**src/nand_host_pkg.sv**
```systemverilog
package nand_host_pkg;

  // --------------------------------------------------------------
  // command codes
  // --------------------------------------------------------------
  localparam logic [7:0] CMD_READ_1 = 8'h00;
  localparam logic [7:0] CMD_READ_2 = 8'h30;
  localparam logic [7:0] CMD_PROG_1 = 8'h80;
  localparam logic [7:0] CMD_PROG_2 = 8'h10;
  localparam logic [7:0] CMD_ERASE_1 = 8'h60;
  localparam logic [7:0] CMD_ERASE_2 = 8'hd0;
  localparam logic [7:0] CMD_COLOUT_1 = 8'h05;
  localparam logic [7:0] CMD_COLOUT_2 = 8'he0;
  localparam logic [7:0] CMD_COLIN = 8'h85;
  localparam logic [7:0] CMD_IDENT = 8'h90;
  localparam logic [7:0] CMD_STATUS = 8'h70;
  localparam logic [7:0] CMD_RESET = 8'hff;

  // --------------------------------------------------------------
  // geometry
  // --------------------------------------------------------------
  localparam int COL_W = 12;
  localparam int PAGE_W = 15;
  localparam logic [11:0] COL_LAST = 12'h83f;  // 2111, last byte incl spare
  localparam int MAX_PARTIAL = 4;
  localparam logic [2:0] PARTIAL_LIMIT = 3'h4;

  // --------------------------------------------------------------
  // timing, ns, at 200 MHz
  // --------------------------------------------------------------
  localparam int CLK_PERIOD_NS = 5;
  localparam int PULSE_NS = 15;        // strobe low/high phases, >= 12 ns
  localparam int READY_TO_RD_NS = 20;  // ready to first output strobe fall
  localparam int WHR_NS = 60;          // write high to read low
  localparam int WB_NS = 100;          // write high to busy
  localparam int REA_NS = 20;          // output strobe fall to data valid
  localparam int PULSE_CYC = (PULSE_NS + CLK_PERIOD_NS - 1) / CLK_PERIOD_NS;
  localparam int RR_CYC = (READY_TO_RD_NS + CLK_PERIOD_NS - 1) / CLK_PERIOD_NS;
  localparam int WHR_CYC = (WHR_NS + CLK_PERIOD_NS - 1) / CLK_PERIOD_NS;
  localparam int WB_CYC = (WB_NS + CLK_PERIOD_NS - 1) / CLK_PERIOD_NS;
  // read low phase: access time plus two sync stages plus one cycle margin
  localparam int RD_LOW_CYC = (REA_NS + CLK_PERIOD_NS - 1) / CLK_PERIOD_NS + 3;
  localparam int CNT_W = 8;

  // --------------------------------------------------------------
  // request / pin carriers
  // --------------------------------------------------------------
  typedef enum logic [2:0] {
    OP_READ, OP_PROG, OP_ERASE, OP_STATUS, OP_RESET, OP_IDENT
  } op_t;

  typedef struct packed {
    op_t op;
    logic [COL_W-1:0] col;
    logic [PAGE_W-1:0] page;
    logic [COL_W-1:0] len;  // bytes minus one for read/program
  } req_t;

  typedef struct packed {
    logic cmdLatch;
    logic addrLatch;
    logic chipSel_n;
    logic writeStrobe_n;
    logic outputStrobe_n;
    logic writeGuard_n;
  } pins_t;

endpackage

```
**src/nand_host.sv**
```systemverilog
`timescale 1ns/1ps
// Notes on behaviour
// - at most four partial programs per page; only the last programmed page is tracked, another page restarts the count
// - never drive bus while device drives
// - program columns limited to 0..2111
// - wait 20 ns after ready before read
// - command codes and busy acceptance
// - four address cycles, column then page, for read and program; erase sends two page cycles, ident one
module nand_host
  import nand_host_pkg::*;
(
  input wire logic ref_clk,
  input wire logic rst_b,
  input wire logic reqValid,
  input wire req_t req,
  input wire logic wrValid,
  input wire logic [7:0] wrData,
  input wire logic writeGuardAllow,
  input wire logic [7:0] ioIn,
  input wire logic readyBusyIn,
  output logic reqReady,
  output logic wrReady,
  output logic rdValid,
  output logic [7:0] rdData,
  output logic opDone,
  output logic opRefused,
  output logic [7:0] ioOut,
  output logic ioOe_n,
  output pins_t pins
);

  // --------------------------------------------------------------
  // pin synchronisers
  // --------------------------------------------------------------
  logic [7:0] ioMeta, ioSync;  // first stage only feeds second
  logic rbMeta, rbSync;

  always_ff @(posedge ref_clk) begin
    ioMeta <= ioIn;
    ioSync <= ioMeta;
    rbMeta <= readyBusyIn;
    rbSync <= rbMeta;
  end

  // --------------------------------------------------------------
  // sequencer
  // --------------------------------------------------------------
  typedef enum {
    S_IDLE, S_CMD1, S_ADDR, S_DATA_W, S_CMD2, S_WAIT_B, S_WAIT_R,
    S_GAP, S_RD, S_DONE
  } state_t;

  state_t state;
  req_t cur;
  logic [2:0] step;          // address cycle index
  logic [CNT_W-1:0] timer;   // phase timer
  logic [COL_W-1:0] count;   // bytes still to move, minus one
  logic phase;               // 0 strobe low, 1 strobe high
  logic [2:0] partials;      // programs issued to current page
  logic [PAGE_W-1:0] lastPage;

  wire timerDone = (timer == '0);
  // guard and partial checks decided at request time
  // guard blocks writes
  wire guardBlock = ((req.op == OP_PROG) || (req.op == OP_ERASE)) && !writeGuardAllow;
  wire partialBlock = (req.op == OP_PROG) && (req.page == lastPage) &&
                      (partials >= PARTIAL_LIMIT);
  // column range cap
  // one extra bit so a large column plus length cannot wrap below the limit
  wire colBlock = (req.op == OP_PROG) &&
                  (({1'b0, req.col} + {1'b0, req.len}) > {1'b0, COL_LAST});
  wire refuse = guardBlock || partialBlock || colBlock;
  wire [7:0] firstCmd = (cur.op == OP_READ) ? CMD_READ_1 :
                        (cur.op == OP_PROG) ? CMD_PROG_1 :
                        (cur.op == OP_ERASE) ? CMD_ERASE_1 :
                        (cur.op == OP_STATUS) ? CMD_STATUS :
                        (cur.op == OP_IDENT) ? CMD_IDENT : CMD_RESET;
  wire [7:0] secondCmd = (cur.op == OP_READ) ? CMD_READ_2 :
                         (cur.op == OP_PROG) ? CMD_PROG_2 : CMD_ERASE_2;
  wire [2:0] addrFirst = (cur.op == OP_ERASE) ? 3'h2 : 3'h0;
  wire [2:0] addrLast = (cur.op == OP_IDENT) ? 3'h0 : 3'h3;
  wire [7:0] addrByte = (step == 3'h0) ? cur.col[7:0] :
                        (step == 3'h1) ? {4'h0, cur.col[11:8]} :
                        (step == 3'h2) ? cur.page[7:0] :
                        {1'b0, cur.page[14:8]};
  wire hasAddr = (cur.op != OP_STATUS) && (cur.op != OP_RESET);
  wire hasRead = (cur.op == OP_READ) || (cur.op == OP_STATUS) || (cur.op == OP_IDENT);
  wire [CNT_W-1:0] pulseCyc = CNT_W'(PULSE_CYC - 1);
  wire [CNT_W-1:0] rdLowCyc = CNT_W'(RD_LOW_CYC - 1);

  // state register and strobes; write and output strobes change only at phase boundaries
  always_ff @(posedge ref_clk) begin
    if (!rst_b) begin
      state <= S_IDLE;
      cur <= '0;
      step <= 3'h0;
      timer <= '0;
      count <= '0;
      phase <= 1'b0;
      partials <= 3'h0;
      lastPage <= '0;
      reqReady <= 1'b0;
      wrReady <= 1'b0;
      rdValid <= 1'b0;
      rdData <= 8'h00;
      opDone <= 1'b0;
      opRefused <= 1'b0;
      ioOut <= 8'h00;
      ioOe_n <= 1'b1;
      pins <= '{cmdLatch: 1'b0, addrLatch: 1'b0, chipSel_n: 1'b1,
                writeStrobe_n: 1'b1, outputStrobe_n: 1'b1, writeGuard_n: 1'b0};
    end else begin
      rdValid <= 1'b0;
      opDone <= 1'b0;
      opRefused <= 1'b0;
      wrReady <= 1'b0;
      pins.writeGuard_n <= writeGuardAllow;
      // latches drop one cycle after the closing write rise, keeping hold time
      if (state != S_CMD1 && state != S_CMD2) pins.cmdLatch <= 1'b0;
      if (state != S_ADDR) pins.addrLatch <= 1'b0;
      if (!timerDone) timer <= timer - 1'b1;
      case (state)
        // idle: accept a request, bus released
        S_IDLE: begin
          reqReady <= 1'b1;
          pins.chipSel_n <= 1'b1;
          ioOe_n <= 1'b1;
          if (reqValid && reqReady) begin
            reqReady <= 1'b0;
            if (refuse) begin
              opRefused <= 1'b1;
            end else begin
              cur <= req;
              count <= req.len;
              if (req.op == OP_PROG) begin
                partials <= (req.page == lastPage) ? partials + 3'h1 : 3'h1;
                lastPage <= req.page;
              end else if (req.op == OP_ERASE && req.page[14:6] == lastPage[14:6]) begin
                partials <= 3'h0;
              end
              pins.chipSel_n <= 1'b0;
              phase <= 1'b0;
              timer <= pulseCyc;
              state <= S_CMD1;
            end
          end
        end
        // command cycle: cmdLatch high, write strobe low then rise
        // command latched on rise
        S_CMD1, S_CMD2: if (timerDone) begin
          ioOut <= (state == S_CMD1) ? firstCmd : secondCmd;
          ioOe_n <= 1'b0;
          pins.cmdLatch <= 1'b1;
          pins.writeStrobe_n <= phase;
          phase <= ~phase;
          timer <= pulseCyc;
          if (phase) begin
            step <= addrFirst;
            if (state == S_CMD2) state <= S_WAIT_B;
            else if (cur.op == OP_RESET) state <= S_WAIT_B;
            else if (hasAddr) state <= S_ADDR;
            else state <= S_GAP;
          end
        end
        // address cycles, write strobe toggles per byte
        // address latched on rise
        S_ADDR: if (timerDone) begin
          ioOut <= addrByte;
          ioOe_n <= 1'b0;
          pins.addrLatch <= 1'b1;
          pins.writeStrobe_n <= phase;
          phase <= ~phase;
          timer <= pulseCyc;
          if (phase) begin
            step <= step + 3'h1;
            if (step == addrLast) begin
              if (cur.op == OP_PROG) state <= S_DATA_W;
              else if (cur.op == OP_IDENT) state <= S_GAP;
              else state <= S_CMD2;
            end
          end
        end
        // program data: one byte per write strobe, paced by wrValid
        S_DATA_W: if (timerDone) begin
          if (!phase) begin
            wrReady <= 1'b1;
            if (wrValid && wrReady) begin
              wrReady <= 1'b0;
              ioOut <= wrData;
              ioOe_n <= 1'b0;
              pins.writeStrobe_n <= 1'b0;
              phase <= 1'b1;
              timer <= pulseCyc;
            end
          end else begin
            pins.writeStrobe_n <= 1'b1;
            phase <= 1'b0;
            timer <= pulseCyc;
            count <= count - 1'b1;
            if (count == '0) state <= S_CMD2;
          end
        end
        // fixed WB_CYC wait after final command, busy not sampled here
        // busy low through array op
        S_WAIT_B: begin
          ioOe_n <= 1'b1;
          // phase marks the long wait as started; cleared on the way out
          if (timerDone && !phase) begin
            phase <= 1'b1;
            timer <= CNT_W'(WB_CYC);
          end else if (timerDone) begin
            phase <= 1'b0;
            state <= S_WAIT_R;
          end
        end
        // page load bounded reset recovery bounded
        S_WAIT_R: if (rbSync) begin
          timer <= CNT_W'(RR_CYC);
          state <= (cur.op == OP_READ) ? S_GAP : S_DONE;
        end
        // spacing before first output strobe fall
        S_GAP: begin
          ioOe_n <= 1'b1;
          if (timerDone && !phase) begin
            phase <= 1'b1;
            timer <= CNT_W'(WHR_CYC);
          end else if (timerDone) begin
            phase <= 1'b0;
            state <= hasRead ? S_RD : S_DONE;
          end
        end
        // read bytes; long low phase covers access time and sync stages
        // host bus released while reading
        S_RD: if (timerDone) begin
          ioOe_n <= 1'b1;
          pins.outputStrobe_n <= phase;
          // long low phase, byte taken before the rise
          timer <= phase ? pulseCyc : rdLowCyc;
          phase <= ~phase;
          if (phase) begin
            rdData <= ioSync;
            rdValid <= 1'b1;
            count <= count - 1'b1;
            if (count == '0 || cur.op == OP_STATUS) state <= S_DONE;
          end
        end
        // chip select rise ends output drive
        S_DONE: begin
          pins.chipSel_n <= 1'b1;
          opDone <= 1'b1;
          state <= S_IDLE;
        end
        default: state <= S_IDLE;
      endcase
    end
  end

endmodule

```
**config.mk**
```make
export PLATFORM = sky130hd
export DESIGN_NAME = nand_host
export DESIGN_NICKNAME = d
export VERILOG_FILES = /design/src/nand_host_pkg.sv /design/src/nand_host.sv
export SDC_FILE = /design/constraint.sdc
export NUM_CORES = 1
export LEC_CHECK = 0
export ABC_CLOCK_PERIOD_IN_PS = 4250
export BUFFER_PORTS_ARGS = -buffer_cell sky130_fd_sc_hd__buf_4
export CAP_MARGIN = 15
export CORE_MARGIN = 8
export CORE_UTILIZATION = 45
export DETAILED_ROUTE_END_ITERATION = 12
export MAX_ROUTING_LAYER = met4
export PLACE_DENSITY = 0.71
export SLEW_MARGIN = 30
export SYNTH_ARGS = -nofsm -noshare
export SYNTH_HDL_FRONTEND = slang
export SYNTH_SLANG_ARGS = --single-unit
```
**constraint.sdc**
```tcl
create_clock -name ref_clk -period 4.25 [get_ports ref_clk]
set_clock_uncertainty 0.2 [all_clocks]
set_input_delay 0.6375 -clock ref_clk [delete_from_list [all_inputs] [get_ports ref_clk]]
set_output_delay 0.6375 -clock ref_clk [all_outputs]
set_load 0.1 [all_outputs]
```
==> results.cfg <==
[outcome]
status = completed

[synth]
async_flop_share_pct = 0
synthCells = 826
syn_area_per_cell_sq_um = 7.951
ys.flop_type = dfxtp_1
synth-seq-cells = 122
synth-edff-count = 0
seq_area_frac_synth_pct = 37.19
yosysWarnings = 0
synth_area_sq_um = 6568
synthesis.nets = 912
synth_cell_types = 70

[clock_tree]
clk_latency_ns = 0.42
cts_max_level = 4
numCtsBuffers = 17
cts.repair.resized = 0
clockBufferDepth = 2
postCtsSetupBuffers = 0
clkSinkCount = 122
hold_buffers = 0
cts-root-buf = clkbuf_16
cts_tree = built
clkTransAtPathRegs_ns = 0.06

[placement]
place_hpwl_mm = 12.73
io_buffers = 91
placed_cells = 1063
gp_congestion = 0.9309
placed_cell_area_sq_um = 7388

[worst_hold_path]
hold_class = in -> reg

[routing]
vias_per_cell = 5.641
dr.pass1.iters = 5
drc = 0
totalWireLength_mm = 17.80
vias = 6182
drt_first_iter_violations = 553
antenna_left = 0
avgRoutedWirePerCell_microns = 16.24

[timing]
finalSetupViolations = 0
finalSetupTns_ns = 0
rsz0062_at_grt = no
fin_crit_ns = 3.346
worst_pin_slew_ns = 0.8165
report.final.slew_viol_count = 0
hold_viol_final = 0
relSlewSlack_pct = 45.48
fin_crit_sh_pct = 78.73
fmax_ghz = 0.2989

[grt]
antenna_found_initial = 1
grt_pass1_wl_mm = 28.80
grt_max_degree = 67
grt_pass1_vias = 5830
grt_use_total_pct = 19.77
gr-total-overflow = 0

[pwr]
p_leak_nw = 3.186
power_density_nw_per_um2 = 598.0
ir_drop_uv = 330.3

[critical_path]
path_max_fanout = 11
cp_num_buf_inv = 2
crit_path_cell_trace = buf_4 > ha_1 > inv_1 > fa_1 > nand2b_4 > a21oi_2 > a31oi_2 > mux2_4 > o31a_4 > o21a_1 > o41ai_2 > o31ai_1
cp-end-kind = flop
slowest_delay_ns = 0.57
worstPathRequired_ns = 4.34
cp.arrival_ns = 3.43
crit_path_top_delay_cell = o41ai_2
cp_top_family = compound AO/OA/AOI/OAI gates
path_class = in -> reg
worstSetupStartpointType = primary input

[floorplan]
core.rowCount = 44
ios = 92
die_area_sq_um = 18720
die_x_microns = 136.8
design.core.area_sq_um = 14420
dieHeight_microns = 136.8
start_util_pct = 45.53

[cells_and_area]
fin_area_sq_um = 7969
final_nets = 984
layout-drive-gt1-share_pct = 16.58
areaGrowthSynthToFinish_pct = 21.34
final_core_util_pct = 55.25
finalNonFillerCells = 1096

[flow_run]
max-cap-violations = 0
area by class of cell:
class / instances / area [sq um]
diodes: 1 / 2.502
clock buffers: 19 / 442.9
clock inverters: 13 / 135.1
fillers: 1364 / 6455
inverters: 23 / 86.33
multi-input cells: 630 / 3836
flip-flops and latches: 122 / 2442
well taps: 184 / 230.2
repair buffers: 104 / 793.3
report_power, final:
part | internal (mW) | total [mW] | leakage [nW] | switching (mW)
Combinational | 0.680 | 1.92 | 1.91 | 1.24
Sequential | 1.30 | 1.45 | 0.996 | 0.155
Clock | 0.835 | 1.40 | 0.277 | 0.561
Total | 2.81 | 4.77 | 3.19 | 1.95
synth_stat cells (all sizes together), types with 8 or more instances:
master  number  area, sq um
nand2      142        533.0
dfxtp      122         2442
nor2        71        266.5
a21oi       70        354.1
o21ai       55        279.0
mux2i       51        510.5
clkbuf      43        161.4
nor3        27        135.1
inv         22        82.58
ha          21        262.8
o211ai      19        142.6
xor2        14        122.6
nand3       11        55.05
nor4        10        77.57
o31ai       10        75.07
xnor2       10        87.58
a211oi       8        60.06
a31oi        8        56.30
buf          8        42.54
nand2b       8        57.55
layout by cell type, fill, tap and decap left out, drive strengths merged, types with 4 or more instances in the layout:
cell type,Yosys,layout
xnor2,10,10
nand2,142,142
inv,22,28
o211ai,19,19
nor3b,6,6
and2,6,6
nand3,11,11
or3,4,4
nand4,6,6
o22ai,5,5
and3,6,6
a31oi,8,8
nand2b,8,8
a22oi,5,5
nor2,71,71
a211oi,8,8
mux2i,51,51
o31a,4,4
clkinv,1,5
xor2,14,14
nor3,27,27
o21ai,55,55
o31ai,10,10
o311ai,4,4
dfxtp,122,122
nor2b,5,5
a21oi,70,70
nor4,10,10
clkbuf,43,19
ha,21,21
o21a,4,4
buf,8,104
cell families (layout without fill, tap and decap cells):
kind of cell,after synthesis,in the layout,share of synthesized area (%)
other cells,0,1,0
compound gates,220,220,21.34
flops,122,122,37.19
simple gates,312,312,21.55
fa+ha+maj,22,22,4.306
xor+xnor,24,24,3.201
buf+inv,74,159,4.420
mux,52,52,8.001
per-stage QoR:
stage | worst slack, ns | total power [mW] | hold slack, ns
after CTS | 0.9071 | 4.773 | 0.1014
after detailed placement | 0.4622 | 3.354 | 0.1121
after global routing | 0.7402 | 5.046 | 0.09512
after floorplan | 0.7456 | 2.870 | 0.1096
after global placement | 0.5178 | 3.342 | 0.1104
final | 0.9038 | 4.765 | 0.1196
per-layer routing:
layer / up-vias / GRT usage, % / wire length (microns)
met5: - / - / 0
met4: 0 / 9.354 / 497
met3: 30 / 4.001 / 861
met2: 190 / 29.88 / 8236
met1: 2879 / 24.87 / 8200
li1: 3083 / - / -
path summary, 6_finish.rpt:
kind             start   endpoint  slack [ns]  depth (start not counted)
min            ioIn[4]  ioMeta[4]        0.12                          1
max reg2reg   timer[3]   count[0]        1.10                          9
max             req[0]   timer[4]        0.90                         12
min reg2reg  ioMeta[2]  ioSync[2]        0.12                          0
flip-flops by register name, indices dropped and copies added, names as in the netlist, 3 cells and up:
| register | flops |
|---|---|
| ioMeta | 8 |
| rdData | 8 |
| count | 12 |
| pins | 6 |
| ioOut | 8 |
| state | 4 |
| lastPage | 15 |
| timer | 8 |
| ioSync | 8 |
| step | 3 |
| cur | 30 |
| partials | 3 |
No activity file was read; power rests on OpenSTA's default activity.
